**src/logic/sync_port_pkg.sv**
```systemverilog
// constants, register map and carrier types for the serial port stop/baud/status block
package sync_port_pkg;

  // register byte offsets on the apb bus
  localparam logic [7:0] OFF_BAUD_RELOAD  = 8'h00;
  localparam logic [7:0] OFF_SHIFT_BUFFER = 8'h04;
  localparam logic [7:0] OFF_CONTROL_ONE  = 8'h08;
  localparam logic [7:0] OFF_CONTROL_TWO  = 8'h0C;
  localparam logic [7:0] OFF_CONTROL_THR  = 8'h10;
  localparam logic [7:0] OFF_ADDR_MASK    = 8'h14;
  localparam logic [7:0] OFF_PORT_STATUS  = 8'h18;
  localparam logic [7:0] OFF_IRQ_FLAGS    = 8'h1C;
  localparam logic [7:0] OFF_IRQ_ENABLE   = 8'h20;

  // register reset values
  localparam logic [7:0] RST_REG8 = 8'h00;

  // port_status field positions
  localparam int ST_SAMPLE_PHASE = 7;
  localparam int ST_CLOCK_EDGE   = 6;
  localparam int ST_DATA_NADDR   = 5;
  localparam int ST_STOP_SEEN    = 4;
  localparam int ST_START_SEEN   = 3;
  localparam int ST_READ_WRITE   = 2;
  localparam int ST_ADDR_UPDATE  = 1;
  localparam int ST_BUFFER_FULL  = 0;

  // port_control_one field positions
  localparam int C1_WRITE_COLL = 7;
  localparam int C1_PORT_EN    = 5;
  localparam int C1_MODE_HI    = 3;

  // port_control_two request bits
  localparam int C2_ACK_REQ     = 4;
  localparam int C2_RECEIVE_REQ = 3;
  localparam int C2_STOP_REQ    = 2;
  localparam int C2_RESTART_REQ = 1;
  localparam int C2_START_REQ   = 0;
  localparam logic [7:0] C2_REQ_MASK = 8'h1F;

  // interrupt flag/enable bit positions
  localparam int IRQ_BUS_COLL   = 0;
  localparam int IRQ_PORT_EVENT = 1;

  // port modes
  localparam logic [3:0] MODE_SPI_M_DIV4  = 4'h0;
  localparam logic [3:0] MODE_SPI_M_TMR   = 4'h3;
  localparam logic [3:0] MODE_I2C_MASTER  = 4'h8;
  localparam logic [3:0] MODE_SPI_M_BAUD  = 4'hA;
  localparam logic [3:0] MODE_SPI_S_LO    = 4'h4;
  localparam logic [3:0] MODE_SPI_S_HI    = 4'h5;

  // baud counter ticks once every this many system clocks
  localparam int          BAUD_PRESCALE = 2;
  localparam logic [1:0]  BAUD_PRE_LAST = 2'(BAUD_PRESCALE - 1);

  // stop sequence states
  typedef enum logic [2:0] {
    STOP_IDLE  = 3'b000,
    STOP_SDA   = 3'b001,
    STOP_SCL   = 3'b010,
    STOP_HOLD  = 3'b011,
    STOP_REL   = 3'b100,
    STOP_DONE  = 3'b101
  } stop_state_t;

  // events from the byte engine that sits beside this block
  typedef struct packed {
    logic       rx_done;
    logic [7:0] rx_data;
    logic       tx_done;
    logic       byte_is_data;
    logic       addr_matched;
    logic       addr_rw;
    logic       nack_seen;
    logic       addr_update;
    logic       xmit_active;
    logic       op_done;
    logic [4:0] req_done;
    logic       sda_low;
    logic       scl_low;
  } engine_evt_t;

  // controls handed to the byte engine
  typedef struct packed {
    logic       tx_load;
    logic [7:0] tx_data;
    logic [4:0] cond_req;
    logic       sample_phase_sel;
    logic       clock_edge_sel;
    logic       slew_disable;
    logic       smbus_thresh;
    logic [3:0] mode;
    logic       port_enable;
    logic       baud_tick;
    logic       baud_clk;
    logic       abort;
  } engine_ctl_t;

endpackage

```
**src/logic/sync_port_core.sv**
```systemverilog
// stop-condition collision check, baud counter and status register of the serial port
//
// Behaviour
// sda low after released and timeout is collision
// scl low before sda high is collision
// stop: sda low, release scl, count, sample
// shift buffer write in master starts counter
// counter stops when operation ends, clock holds
// counter reloaded twice per serial clock period
// clock equals sysclk over four times reload-plus-one
// software avoids reload values 0..2 in i2c
// status bit 7 selects spi sample phase
// status bit 7 disables slew control in i2c
// status bit 6 selects spi transmit edge
// status bit 6 selects smbus thresholds in i2c
// data-not-address bit tracks last byte kind
// stop-seen bit, cleared by reset or disable
// start-seen bit, cleared by reset or disable
// slave read-write bit holds last matched direction
// master read-write bit shows transmit in progress
// address-update bit requests reload register rewrite
// buffer-full sets on receive, clears when empty
// buffer-full stays set during transmitted data bits
// collision sets flag, port returns to idle
// collision aborts condition, releases pins, clears requests
// collision flag gated by enable onto interrupt
`timescale 1ns/10ps
module sync_port_core #(
  parameter int ADDR_W = 8
) (
  input  wire logic                        i_clk_sys,
  input  wire logic                        i_reset_n,
  input  wire logic                        i_psel,
  input  wire logic                        i_penable,
  input  wire logic                        i_pwrite,
  input  wire logic [ADDR_W-1:0]           i_paddr,
  input  wire logic [31:0]                 i_pwdata,
  output logic      [31:0]                 o_prdata,
  output logic                             o_pready,
  output logic                             o_pslverr,
  input  wire logic                        i_sda,
  output logic                             o_sda,
  output logic                             o_sda_oe,
  input  wire logic                        i_scl,
  output logic                             o_scl,
  output logic                             o_scl_oe,
  input  wire sync_port_pkg::engine_evt_t  i_evt,
  output sync_port_pkg::engine_ctl_t       o_ctl,
  output logic                             o_irq
);

  // whole block state
  typedef struct packed {
    logic [31:0]                prdata;
    logic                       pready;
    logic                       pslverr;
    logic [7:0]                 reload;
    logic [7:0]                 sbuf;
    logic [7:0]                 con1;
    logic [7:0]                 con2;
    logic [7:0]                 con3;
    logic [7:0]                 mask;
    logic [7:0]                 stat;
    logic [1:0]                 irq_flag;
    logic [1:0]                 irq_en;
    logic                       irq;
    logic [2:0]                 sda_s;
    logic [2:0]                 scl_s;
    logic                       sda_f;
    logic                       scl_f;
    logic                       sda_p;
    logic                       scl_p;
    logic [7:0]                 baud_cnt;
    logic [1:0]                 pre_cnt;
    logic                       baud_run;
    logic                       baud_tick;
    logic                       baud_clk;
    sync_port_pkg::stop_state_t stop_st;
    logic                       sda_oe;
    logic                       scl_oe;
    sync_port_pkg::engine_ctl_t ctl;
  } core_state_t;

  core_state_t s_q;
  core_state_t s_d;

  // mode decoding used in several places
  function automatic logic mode_is_spi_master(input logic [3:0] m);
    mode_is_spi_master = (m <= sync_port_pkg::MODE_SPI_M_TMR) || (m == sync_port_pkg::MODE_SPI_M_BAUD);
  endfunction

  function automatic logic mode_is_spi(input logic [3:0] m);
    mode_is_spi = mode_is_spi_master(m) || (m == sync_port_pkg::MODE_SPI_S_LO) ||
                  (m == sync_port_pkg::MODE_SPI_S_HI);
  endfunction

  logic [3:0]  mode;
  logic        en;
  logic        i2c_master;
  logic        master;
  logic        acc;
  logic        wr;
  logic        rd;
  logic [7:0]  a8;
  logic [7:0]  wd;
  logic [7:0]  rdata;
  logic        unmapped;
  logic        start_det;
  logic        stop_det;
  logic        baud_zero;
  logic        coll;
  logic        buf_wr;
  logic        buf_rd;
  logic        stop_busy;

  always_comb begin
    s_d        = s_q;
    mode       = s_q.con1[sync_port_pkg::C1_MODE_HI -: 4];
    en         = s_q.con1[sync_port_pkg::C1_PORT_EN];
    i2c_master = en && (mode == sync_port_pkg::MODE_I2C_MASTER);
    master     = en && (i2c_master || mode_is_spi_master(mode));
    stop_busy  = (s_q.stop_st != sync_port_pkg::STOP_IDLE);
    coll       = 1'b0;

    // apb access phase: one wait cycle, then the answer
    acc      = i_psel && i_penable && s_q.pready;
    wr       = acc && i_pwrite;
    rd       = acc && !i_pwrite;
    a8       = 8'(i_paddr);
    wd       = i_pwdata[7:0];
    unmapped = 1'b0;
    rdata    = 8'h00;
    if (a8 == sync_port_pkg::OFF_BAUD_RELOAD) begin
      rdata = s_q.reload;
    end else if (a8 == sync_port_pkg::OFF_SHIFT_BUFFER) begin
      rdata = s_q.sbuf;
    end else if (a8 == sync_port_pkg::OFF_CONTROL_ONE) begin
      rdata = s_q.con1;
    end else if (a8 == sync_port_pkg::OFF_CONTROL_TWO) begin
      rdata = s_q.con2;
    end else if (a8 == sync_port_pkg::OFF_CONTROL_THR) begin
      rdata = s_q.con3;
    end else if (a8 == sync_port_pkg::OFF_ADDR_MASK) begin
      rdata = s_q.mask;
    end else if (a8 == sync_port_pkg::OFF_PORT_STATUS) begin
      rdata = s_q.stat;
    end else if (a8 == sync_port_pkg::OFF_IRQ_FLAGS) begin
      rdata = {6'h00, s_q.irq_flag};
    end else if (a8 == sync_port_pkg::OFF_IRQ_ENABLE) begin
      rdata = {6'h00, s_q.irq_en};
    end else begin
      unmapped = 1'b1;
    end
    s_d.pready  = i_psel && i_penable && !s_q.pready;
    s_d.prdata  = s_d.pready ? {24'h000000, rdata} : s_q.prdata;
    s_d.pslverr = s_d.pready && unmapped;
    buf_wr      = wr && !unmapped && (a8 == sync_port_pkg::OFF_SHIFT_BUFFER);
    buf_rd      = rd && (a8 == sync_port_pkg::OFF_SHIFT_BUFFER);

    // pin synchronisers; a level counts once the last two stages agree
    s_d.sda_s = {s_q.sda_s[1:0], i_sda};
    s_d.scl_s = {s_q.scl_s[1:0], i_scl};
    if (s_q.sda_s[1] == s_q.sda_s[2]) begin
      s_d.sda_f = s_q.sda_s[2];
    end
    if (s_q.scl_s[1] == s_q.scl_s[2]) begin
      s_d.scl_f = s_q.scl_s[2];
    end
    s_d.sda_p = s_q.sda_f;
    s_d.scl_p = s_q.scl_f;
    start_det = s_q.scl_f && s_q.scl_p && s_q.sda_p && !s_q.sda_f;
    stop_det  = s_q.scl_f && s_q.scl_p && !s_q.sda_p && s_q.sda_f;

    // register writes
    if (wr && (a8 == sync_port_pkg::OFF_BAUD_RELOAD)) begin
      s_d.reload                              = wd;
      s_d.stat[sync_port_pkg::ST_ADDR_UPDATE] = 1'b0;
    end
    if (wr && (a8 == sync_port_pkg::OFF_CONTROL_ONE)) begin
      s_d.con1 = wd;
    end
    if (wr && (a8 == sync_port_pkg::OFF_CONTROL_TWO)) begin
      // request bits are set-only from software; others plain
      s_d.con2 = wd | (s_q.con2 & sync_port_pkg::C2_REQ_MASK);
    end
    if (wr && (a8 == sync_port_pkg::OFF_CONTROL_THR)) begin
      s_d.con3 = wd;
    end
    if (wr && (a8 == sync_port_pkg::OFF_ADDR_MASK)) begin
      s_d.mask = wd;
    end
    if (wr && (a8 == sync_port_pkg::OFF_PORT_STATUS)) begin
      s_d.stat[sync_port_pkg::ST_SAMPLE_PHASE] = wd[sync_port_pkg::ST_SAMPLE_PHASE];
      s_d.stat[sync_port_pkg::ST_CLOCK_EDGE]   = wd[sync_port_pkg::ST_CLOCK_EDGE];
    end
    if (wr && (a8 == sync_port_pkg::OFF_IRQ_FLAGS)) begin
      s_d.irq_flag = s_q.irq_flag & ~wd[1:0]; // write one to clear
    end
    if (wr && (a8 == sync_port_pkg::OFF_IRQ_ENABLE)) begin
      s_d.irq_en = wd[1:0];
    end

    // shift buffer: writes refused during a stop sequence
    s_d.ctl.tx_load = 1'b0;
    if (buf_wr) begin
      if (stop_busy) begin
        s_d.con1[sync_port_pkg::C1_WRITE_COLL] = 1'b1;
      end else begin
        s_d.sbuf        = wd;
        s_d.ctl.tx_load = 1'b1;
        s_d.ctl.tx_data = wd;
        if (master) begin
          s_d.baud_run = 1'b1;
          s_d.baud_cnt = s_q.reload;
          s_d.pre_cnt  = 2'b00;
        end
        if (en && !mode_is_spi(mode)) begin
          s_d.stat[sync_port_pkg::ST_BUFFER_FULL] = 1'b1;
        end
      end
    end

    // buffer-full: clear on read or end of data bits, set wins
    if ((buf_rd || i_evt.tx_done) && !s_d.ctl.tx_load) begin
      s_d.stat[sync_port_pkg::ST_BUFFER_FULL] = 1'b0;
    end
    if (i_evt.rx_done) begin
      s_d.sbuf                                = i_evt.rx_data;
      s_d.stat[sync_port_pkg::ST_BUFFER_FULL] = 1'b1;
    end

    // byte kind, direction and address-update tracking
    if (i_evt.rx_done || i_evt.tx_done) begin
      s_d.stat[sync_port_pkg::ST_DATA_NADDR] = i_evt.byte_is_data;
    end
    if (i2c_master) begin
      s_d.stat[sync_port_pkg::ST_READ_WRITE] = i_evt.xmit_active;
    end else begin
      if (start_det || stop_det || i_evt.nack_seen) begin
        s_d.stat[sync_port_pkg::ST_READ_WRITE] = 1'b0;
      end
      if (i_evt.addr_matched) begin
        s_d.stat[sync_port_pkg::ST_READ_WRITE] = i_evt.addr_rw;
      end
    end
    if (i_evt.addr_update) begin
      s_d.stat[sync_port_pkg::ST_ADDR_UPDATE] = 1'b1;
    end

    // last bus condition seen
    if (stop_det) begin
      s_d.stat[sync_port_pkg::ST_STOP_SEEN]  = 1'b1;
      s_d.stat[sync_port_pkg::ST_START_SEEN] = 1'b0;
      s_d.irq_flag[sync_port_pkg::IRQ_PORT_EVENT] = 1'b1;
    end else if (start_det) begin
      s_d.stat[sync_port_pkg::ST_START_SEEN] = 1'b1;
      s_d.stat[sync_port_pkg::ST_STOP_SEEN]  = 1'b0;
    end
    if (!en) begin
      s_d.stat[sync_port_pkg::ST_STOP_SEEN]  = 1'b0;
      s_d.stat[sync_port_pkg::ST_START_SEEN] = 1'b0;
    end

    // request bits retired by the byte engine
    s_d.con2[4:0] = s_d.con2[4:0] & ~i_evt.req_done;

    // baud counter: prescaled down-count, reload on zero twice per period
    s_d.baud_tick = 1'b0;
    baud_zero     = 1'b0;
    if (s_q.baud_run) begin
      s_d.pre_cnt = (s_q.pre_cnt == sync_port_pkg::BAUD_PRE_LAST) ? 2'b00 : s_q.pre_cnt + 2'b01;
      if (s_q.pre_cnt == sync_port_pkg::BAUD_PRE_LAST) begin
        if (s_q.baud_cnt == 8'h00) begin
          baud_zero     = 1'b1;
          s_d.baud_cnt  = s_q.reload;
          s_d.baud_tick = 1'b1;
          if (!stop_busy) begin
            s_d.baud_clk = !s_q.baud_clk;
          end
        end else begin
          s_d.baud_cnt = s_q.baud_cnt - 8'h01;
        end
      end
    end
    if ((i_evt.op_done && !stop_busy) || !master) begin
      s_d.baud_run = 1'b0;
    end

    // stop sequence with collision checks
    case (s_q.stop_st)
      sync_port_pkg::STOP_IDLE: begin
        if (i2c_master && s_q.con2[sync_port_pkg::C2_STOP_REQ] && !i_evt.xmit_active) begin
          s_d.stop_st = sync_port_pkg::STOP_SDA;
          s_d.sda_oe  = 1'b1;
          s_d.scl_oe  = 1'b1;
        end else begin
          s_d.sda_oe = i_evt.sda_low;
          s_d.scl_oe = i_evt.scl_low;
        end
      end
      sync_port_pkg::STOP_SDA: begin
        if (!s_q.sda_f) begin
          s_d.scl_oe  = 1'b0;
          s_d.stop_st = sync_port_pkg::STOP_SCL;
        end
      end
      sync_port_pkg::STOP_SCL: begin
        if (s_q.scl_f) begin
          s_d.baud_cnt = s_q.reload;
          s_d.pre_cnt  = 2'b00;
          s_d.baud_run = 1'b1;
          s_d.stop_st  = sync_port_pkg::STOP_HOLD;
        end
      end
      sync_port_pkg::STOP_HOLD: begin
        if (!s_q.scl_f) begin
          coll = 1'b1;
        end else if (baud_zero) begin
          s_d.sda_oe  = 1'b0;
          s_d.stop_st = sync_port_pkg::STOP_REL;
        end
      end
      sync_port_pkg::STOP_REL: begin
        if (!s_q.scl_f && !s_q.sda_f) begin
          coll = 1'b1;
        end else if (baud_zero) begin
          if (!s_q.sda_f) begin
            coll = 1'b1;
          end else begin
            s_d.stop_st = sync_port_pkg::STOP_DONE;
          end
        end
      end
      sync_port_pkg::STOP_DONE: begin
        if (baud_zero) begin
          s_d.con2[sync_port_pkg::C2_STOP_REQ]        = 1'b0;
          s_d.irq_flag[sync_port_pkg::IRQ_PORT_EVENT] = 1'b1;
          s_d.baud_run                                = 1'b0;
          s_d.stop_st                                 = sync_port_pkg::STOP_IDLE;
        end
      end
      default: begin
        s_d.stop_st = sync_port_pkg::STOP_IDLE;
      end
    endcase

    // collision: abort, release pins, clear requests, go idle
    s_d.ctl.abort = coll;
    if (coll) begin
      s_d.irq_flag[sync_port_pkg::IRQ_BUS_COLL] = 1'b1;
      s_d.stop_st                               = sync_port_pkg::STOP_IDLE;
      s_d.sda_oe                                = 1'b0;
      s_d.scl_oe                                = 1'b0;
      s_d.con2                                  = s_d.con2 & ~sync_port_pkg::C2_REQ_MASK;
      s_d.stat[sync_port_pkg::ST_BUFFER_FULL]   = 1'b0;
      s_d.baud_run                              = 1'b0;
    end
    if (!en) begin
      s_d.stop_st = sync_port_pkg::STOP_IDLE;
      s_d.sda_oe  = 1'b0;
      s_d.scl_oe  = 1'b0;
    end

    // flag-to-interrupt gating
    s_d.irq = |(s_d.irq_flag & s_d.irq_en);

    // controls to the byte engine
    s_d.ctl.cond_req         = s_d.con2[4:0];
    s_d.ctl.sample_phase_sel = s_d.stat[sync_port_pkg::ST_SAMPLE_PHASE];
    s_d.ctl.clock_edge_sel   = s_d.stat[sync_port_pkg::ST_CLOCK_EDGE];
    s_d.ctl.slew_disable     = !mode_is_spi(s_d.con1[3:0]) && s_d.stat[sync_port_pkg::ST_SAMPLE_PHASE];
    s_d.ctl.smbus_thresh     = !mode_is_spi(s_d.con1[3:0]) && s_d.stat[sync_port_pkg::ST_CLOCK_EDGE];
    s_d.ctl.mode             = s_d.con1[3:0];
    s_d.ctl.port_enable      = s_d.con1[sync_port_pkg::C1_PORT_EN];
    s_d.ctl.baud_tick        = s_d.baud_tick;
    s_d.ctl.baud_clk         = s_d.baud_clk;
  end

  // single state register
  always_ff @(posedge i_clk_sys or negedge i_reset_n) begin
    if (!i_reset_n) begin
      s_q         <= '0;
      s_q.sda_s   <= 3'b111;
      s_q.scl_s   <= 3'b111;
      s_q.sda_f   <= 1'b1;
      s_q.scl_f   <= 1'b1;
      s_q.sda_p   <= 1'b1;
      s_q.scl_p   <= 1'b1;
      s_q.stop_st <= sync_port_pkg::STOP_IDLE;
    end else begin
      s_q <= s_d;
    end
  end

  // outputs straight from the state flops, except o_sda and o_scl which are tied low
  assign o_prdata  = s_q.prdata;
  assign o_pready  = s_q.pready;
  assign o_pslverr = s_q.pslverr;
  assign o_sda     = 1'b0;
  assign o_scl     = 1'b0;
  assign o_sda_oe  = s_q.sda_oe;
  assign o_scl_oe  = s_q.scl_oe;
  assign o_ctl     = s_q.ctl;
  assign o_irq     = s_q.irq;

endmodule

```
**config.mk**
```make
export PLATFORM = sky130hd
export DESIGN_NAME = sync_port_core
export DESIGN_NICKNAME = d
export VERILOG_FILES = /design/src/logic/sync_port_pkg.sv /design/src/logic/sync_port_core.sv
export SDC_FILE = /design/constraint.sdc
export NUM_CORES = 1
export LEC_CHECK = 0
export ABC_AREA = 1
export BUFFER_PORTS_ARGS = -buffer_cell sky130_fd_sc_hd__buf_2
export CAP_MARGIN = 20
export CORE_ASPECT_RATIO = 0.7
export CORE_MARGIN = 5
export CORE_UTILIZATION = 55
export CTS_CLUSTER_SIZE = 12
export DETAILED_ROUTE_END_ITERATION = 7
export PLACE_DENSITY_LB_ADDON = 0.08
export SLEW_MARGIN = 15
export SYNTH_ARGS = -nofsm -noshare
export SYNTH_HDL_FRONTEND = slang
export SYNTH_SLANG_ARGS = --single-unit
```
**constraint.sdc**
```tcl
create_clock -name i_clk_sys -period 4.64 [get_ports i_clk_sys]
set_input_delay 0.464 -clock i_clk_sys [delete_from_list [all_inputs] [get_ports i_clk_sys]]
set_output_delay 0.464 -clock i_clk_sys [all_outputs]
set_load 0.005 [all_outputs]
```
==> results of run 1 <==
## synth_stat cells (5+ instances only)
| cell type | number | area share [%] |
|---|---|---|
| dfstp_2 | 10 | 4.4 |
| nand2_1 | 184 | 12 |
| a21oi_1 | 30 | 2.5 |
| nor2_2 | 9 | 0.95 |
| nand3_1 | 29 | 2.4 |
| inv_1 | 72 | 4.5 |
| inv_2 | 9 | 0.57 |
| nand2_2 | 6 | 0.63 |
| dfrtp_1 | 101 | 42 |
| nor2_1 | 67 | 4.2 |
| nor3_1 | 11 | 0.93 |
| o211ai_1 | 6 | 0.76 |
| nand4_1 | 16 | 1.7 |
| buf_4 | 63 | 7.9 |
| o21ai_0 | 61 | 5.1 |
| buf_2 | 6 | 0.50 |
| nor2_4 | 5 | 0.95 |
| o21ai_1 | 6 | 0.50 |
## kinds of logic (layout without fill, tap and decap cells)
logic type	Yosys count	after routing	share of synthesized area, %
XOR/XNOR	3	3	0.442
buffers and inverters	155	184	14.0
AND/OR/NAND/NOR	343	343	26.2
other	1	26	0.0630
AO/OA/AOI/OAI	124	124	11.6
flip-flops	111	111	46.9
adder cells (fa/ha/maj)	4	4	0.757
## metrics by stage
step / worst slack, ps / hold WS (ps) / power [mW] / cells
6_report: 2500 / 209 / 1.95 / 927
4_1_cts: 2520 / 203 / 1.96 / 927
5_1_grt: 2280 / 195 / 2.02 / 927
3_5_place_dp: 2210 / 349 / 1.15 / 911
2_1_floorplan: 3030 / 168 / 1.10 / 766
3_3_place_gp: 2300 / 346 / 1.15 / 911
## flip-flops by register name (all words and copies together) (netlist names)
| signal | count |
|---|---|
| s_q | 73 |
| o_ctl | 17 |
| o_scl_oe | 1 |
| o_irq | 1 |
| o_pslverr | 1 |
| s_d | 6 |
| o_sda_oe | 1 |
| en | 1 |
| o_pready | 1 |
| o_prdata | 8 |
| mode | 1 |
## worst paths after layout
| check | from | endpoint | slack [ps] | cells past startpoint |
|---|---|---|---|---|
| setup / recovery | s_q[29]$_DFFE_PN0P_ | s_q[38]$_DFF_PN0_ | 2500 | 10 |
| hold / removal | i_scl | s_d[49]$_DFF_PN1_ | 210 | 1 |
| setup reg to reg | s_q[29]$_DFFE_PN0P_ | s_q[38]$_DFF_PN0_ | 2500 | 10 |
| hold reg to reg | s_d[49]$_DFF_PN1_ | s_d[50]$_DFF_PN1_ | 360 | 0 |
| max in group asynchronous | i_reset_n | s_q[100]$_DFFE_PN0P_ | 3310 | 2 |
| min in group asynchronous | i_reset_n | s_q[37]$_DFF_PN0_ | 230 | 1 |
## where the power goes
group          switching, mW  internal [mW]
combinational         0.0824         0.0379
sequential            0.0162          0.993
clock                  0.373          0.443
total                  0.472           1.47
## placed cells by master (no fill, tap or decap), types with 4 or more instances in the layout
cell type and instances:
inv_1 72, nor2_4 5, dfrtp_1 101, clkbuf_16 9, nor2_2 9, nand2_2 6
nor3_1 11, nand2_1 184, inv_2 9, buf_2 84, a21oi_1 30, dfstp_2 10
o21ai_1 6, o211ai_1 6, nand3_1 29, nor2_1 67, o21a_1 4, o21ai_0 61
nand4_1 16, conb_1 26
## worst reg2reg max path: cells and delay by family (launching register included)
kind	cells	cell delay, ps
buffers and inverters	2	520
DFF	1	450
and+or+nand+nor	7	940
AOI/OAI and AO/OA	1	100
## cell type report
cell class	count	area, µm²	share of cell area (%)
inverter	81	304	4.72
sequential	111	2790	43.4
tap	132	165	2.57
timing repair buffer	87	443	6.88
clock inverter	6	72.6	1.13
multi-input combinational	500	2420	37.6
clock buffer	10	239	3.71
## metal layers
layer	up-vias	track usage [%]	part of all wire, %
li1	2401	-	-
met4	0	4.07	0.96
met1	2348	38.6	50
met2	189	33.7	41
met3	11	5.03	7.2
met5	-	0	0
==> results.json, run 1 <==
{
  "worstPathCellList": "nor2_1, nand2_1, inv_1, nand3_4, inv_2, nand2_1, nand2_1, nand3_1, nand2_1, o21ai_0",
  "crit_path_frequent_cell": "nand2_1",
  "critPathRequiredTime_ps": 4840,
  "final_area_um2": 6430,
  "post_cts_resized": 0,
  "die-area_um2": 13000,
  "cts_tree": "done",
  "gp_congestion": 0.937,
  "layout.nets": 863,
  "firstDrtPassIters": 6,
  "io_pins": 136,
  "insertion_delay_ps": 350,
  "finalClockSkew_ps": 10.1,
  "nFillCells": 983,
  "dieHeight_um": 97.0,
  "cts_sinks": 111,
  "status": "completed",
  "cts_buffers": 9,
  "root_buffer": "clkbuf_16",
  "grt_use_total_pct": 24.1,
  "syn_area_um2": 5950,
  "maxCapViolCount": 0,
  "ys_seq_elements": 111,
  "yosysUniqueCellTypes": 44,
  "dp_hpwl_mm": 11.7,
  "worst_ep_arrival_time_ps": 2340,
  "die_w_um": 134,
  "hp-class": "primary input to flip-flop",
  "crit_path_max_incr_delay_ps": 450,
  "crit_buf_inv": 2,
  "io_buffers": 85,
  "yosysWarningCount": 0,
  "n_antenna_cell": 0,
  "vdd_ir_drop_max_v": 0.000209,
  "max_freq_mhz": 467,
  "syn_inst": 741,
  "path_clk_slew_ps": 80,
  "fin_util_pct": 61.4,
  "vias": 4949,
  "synthArstFlopShare_pct": 100,
  "crit_family": "simple AND/OR/NAND/NOR gates",
  "end_kind": "flip-flop",
  "ctsHoldBuffers": 0,
  "period_minus_slack_ps": 2140,
  "wirelength_mm": 15.5,
  "power_density_nw_per_um2": 302,
  "num_rows": 31,
  "max_slew_margin_pct": 44.2,
  "synth-main-ff-cell": "dfrtp_1",
  "leakage_nw": 3.31,
  "grt_max_degree": 68,
  "hold_viol_final": 0,
  "post-route-drc-count": 0,
  "worstMarginPinSlew_ps": 837,
  "grt_pass1_vias": 4660,
  "drtAntennaViolNets": 0,
  "drt-initial-drc-count": 425,
  "drive_gt1_share_pct": 19.9,
  "cts_setup_buffers": 0,
  "htreeDepth": 3,
  "grt_pass1_wl_mm": 25.0,
  "overflow": 0,
  "path_class": "flip-flop to flip-flop",
  "yosysSeqAreaShare_pct": 46.9,
  "finalSetupTns_ps": 0,
  "cp-start-kind": "flip-flop",
  "setup_violations": 0,
  "syn2layout_area_growth_pct": 8.14,
  "critPathMaxFanout": 15,
  "wl_per_cell_um": 16.7,
  "core_area_um2": 10500,
  "rsz0062_at_grt": "false",
  "drv_slew": 0,
  "synth_edf_count": 0,
  "synth.avg_cell_area_um2": 8.03,
  "antenna_found_initial": 0,
  "cp_slowest_cell": "dfrtp_1",
  "cts.path.max_buffers": 2,
  "period_share_pct": 46.1,
  "vias_per_cell": 5.34,
  "placed_area_um2": 6120,
  "initial_core_util_pct": 56.8
}
Note: power is estimated with default switching activity, not from simulation.
==> inputs of run 2 (changes only) <==
- ABC_AREA: 1 -> 0
- CORE_UTILIZATION: 55 -> 49
- clock period: 4.64 -> 1.96 ns (I/O delays scaled with it)
==> run 2 against run 1 <==
  * Clock-buffer cell count stayed put
  * Sequential share of layout area is 3.2 points lower
  * Clock power is 120% higher
  * Register-to-register slack worse by 2400 ps
  * Design area is 8.0% higher
  * Core utilization is 2.6 points lower
  * Hold slack worse by 200 ps
  * Non-clock buffer count is 60 higher
  * Critical path depth is 5 lower
  * Combinational power grew to 3.3 times the previous value
==> results.json, run 2 <==
{
  "yosys.area.top_type": "dfrtp_1",
  "layout.nets": 742,
  "pwr-share-seq_pct": 52.0,
  "largest_reg_flops": 73,
  "drive_gt1_share_pct": 36.6,
  "vias": 4678,
  "p_switching_mw": 1.20,
  "cp_slowest_cell": "dfstp_2",
  "regMostFlops": "s_q",
  "grt_use_total_pct": 23.3,
  "nFillCells": 1041,
  "insertion_delay_ps": 350,
  "dieHeight_um": 102,
  "grt_max_degree": 32,
  "cts_buffers": 9,
  "hp-class": "primary input to flip-flop",
  "use_met3_pct": 7.62,
  "synth_edf_count": 0,
  "syn_inst": 571,
  "layout_common_cells": "dfrtp_1, buf_2, nand2_1, buf_4, mux2_2",
  "finalSetupTns_ps": 0,
  "die-area_um2": 14500,
  "critPathRequiredTime_ps": 2190,
  "initial_core_util_pct": 50.5,
  "yosysUniqueCellTypes": 74,
  "vdd_ir_drop_max_v": 0.000538,
  "gp_congestion": 0.916,
  "worstPathCellList": "nor4bb_1, buf_4, a31oi_1, o31a_1, o221a_2",
  "grtUsageMet1_pct": 34.8,
  "synth-main-ff-cell": "dfrtp_1",
  "num_rows": 33,
  "critPathMaxFanout": 7,
  "io_pins": 136,
  "root_buffer": "clkbuf_16",
  "period_share_pct": 96.1,
  "regArea_um2": 2790,
  "hold_viol_final": 0,
  "antenna_found_initial": 0,
  "synthArstFlopShare_pct": 100,
  "yosysWarningCount": 0,
  "power_frac_comb_pct": 8.7,
  "grt_pass1_vias": 4602,
  "setup_violations": 0,
  "power_mw": 4.61,
  "end_kind": "flip-flop",
  "htreeDepth": 3,
  "multiInputGateArea_um2": 2690,
  "synth.avg_cell_area_um2": 10.4,
  "wirelength_mm": 16.5,
  "final_common_cell": "dfrtp_1",
  "cts_sinks": 111,
  "core_area_um2": 11800,
  "finalClockSkew_ps": 12.2,
  "syn_area_um2": 5960,
  "cts_tree": "done",
  "internal-power_mw": 3.41,
  "drv_slew": 0,
  "synth_top_area_share_pct": 42.4,
  "dp_hpwl_mm": 12.7,
  "ys_seq_elements": 111,
  "period_minus_slack_ps": 1880,
  "syn2layout_area_growth_pct": 16.6,
  "yosysSeqAreaShare_pct": 46.8,
  "drt-initial-drc-count": 348,
  "io_buffers": 85,
  "path_clk_slew_ps": 80,
  "rsz0062_at_grt": "false",
  "fin_util_pct": 58.9,
  "max_freq_mhz": 531,
  "worst_ep_arrival_time_ps": 2120,
  "cts.path.max_buffers": 2,
  "crit_family": "flip-flops",
  "cp-start-kind": "flip-flop",
  "synth_area_leaders": "dfrtp_1, mux2_2, buf_4",
  "synth_most_common_cell": "dfrtp_1",
  "crit_path_max_incr_delay_ps": 600,
  "status": "completed",
  "grt_pass1_wl_mm": 25.7,
  "crit_buf_inv": 1,
  "overflow": 0,
  "swShare_pct": 26.0,
  "busiest_layer": "met1",
  "use_met2_pct": 32.6,
  "wl_per_cell_um": 19.8,
  "leakage_nw": 3.41,
  "maxCapViolCount": 0,
  "path_class": "flip-flop to flip-flop",
  "drtAntennaViolNets": 0,
  "vias_per_cell": 5.62,
  "clock_power_share_pct": 39.3,
  "synthTopCellsByCount": "dfrtp_1, buf_4, nand2_1",
  "firstDrtPassIters": 5,
  "post-route-drc-count": 0,
  "die_w_um": 142,
  "power_density_nw_per_um2": 662
}
-- run 2: kinds of logic (layout without fill, tap and decap cells) --
family / count (synthesis) / count (layout) / synth area share, %
flip-flops: 111 / 111 / 46.8
AND/OR/NAND/NOR: 165 / 165 / 15.7
XOR/XNOR: 5 / 5 / 0.734
other: 1 / 27 / 0.0629
multiplexers: 61 / 61 / 11.2
AO/OA/AOI/OAI: 125 / 125 / 14.3
buffers and inverters: 99 / 177 / 10.4
adder cells (fa/ha/maj): 4 / 4 / 0.755
-- run 2: metal layers --
metal,up-vias,wire (µm)
li1,2171,-
met5,-,0
met2,200,6880
met1,2288,7900
met4,0,221
met3,19,1490
-- run 2: cell type report --
type	count	area share (%)
sequential	111	40.1
timing repair buffer	147	13.4
tap	157	2.83
clock inverter	6	0.828
clock buffer	10	3.29
inverter	14	0.756
multi-input combinational	386	38.7
antenna	1	0.0360
-- run 2: power groups by stage --
stage | Combinational, mW | Clock [mW] | Sequential [mW]
2_1_floorplan | 0.221 | 0 | 2.42
3_3_place_gp | 0.383 | 0 | 2.43
3_5_place_dp | 0.391 | 0 | 2.44
4_1_cts | 0.401 | 1.84 | 2.39
5_1_grt | 0.447 | 1.94 | 2.40
6_report | 0.401 | 1.81 | 2.39
-- run 2: path summary, 6_finish.rpt --
check / start / endpoint / slack [ps] / cells past startpoint
min in group asynchronous: i_reset_n / o_ctl[0]$_DFF_PN0_ / 310 / 2
min reg2reg: s_d[49]$_DFF_PN1_ / s_d[50]$_DFF_PN1_ / 360 / 0
max reg2reg: s_d[44]$_DFFE_PN1N_ / s_q[38]$_DFF_PN0_ / 80 / 5
max: s_d[44]$_DFFE_PN1N_ / s_q[38]$_DFF_PN0_ / 80 / 5
min: i_evt[2] / s_q[83]$_DFF_PN0_ / 10 / 2
max in group asynchronous: i_reset_n / s_q[113]$_DFFE_PN0P_ / 1090 / 3
-- run 2: worst reg2reg max path: stages (launching register included) --
cell	delay, ps
dfstp_2	600
nor4bb_1	390
buf_4	220
a31oi_1	60
o31a_1	220
o221a_2	280
-- run 2: repair_timing --
| item | in CTS | in global routing |
|---|---|---|
| resized for setup | 2 | 6 |
| pin swaps | 0 | 1 |
| buffers inserted | 0 | 1 |
| setup endpoints to repair | 3 | 29 |
| endpoints found under the hold margin | 20 | 0 |
| hold buffers | 6 | 0 |
-- run 2: metrics by stage --
stage / instance area (µm²) / hold WS (ps) / setup slack (ps) / cells
final: 6950 / 10.4 / 75.7 / 832
after global routing: 6950 / 2.42 / 4.80 / 831
after floorplan: 6060 / -99.6 / 130 / 596
after global placement: 6560 / 147 / -5.79 / 808
after CTS: 6910 / 2.02 / 51.9 / 830
after detailed placement: 6560 / 150 / -87.9 / 808
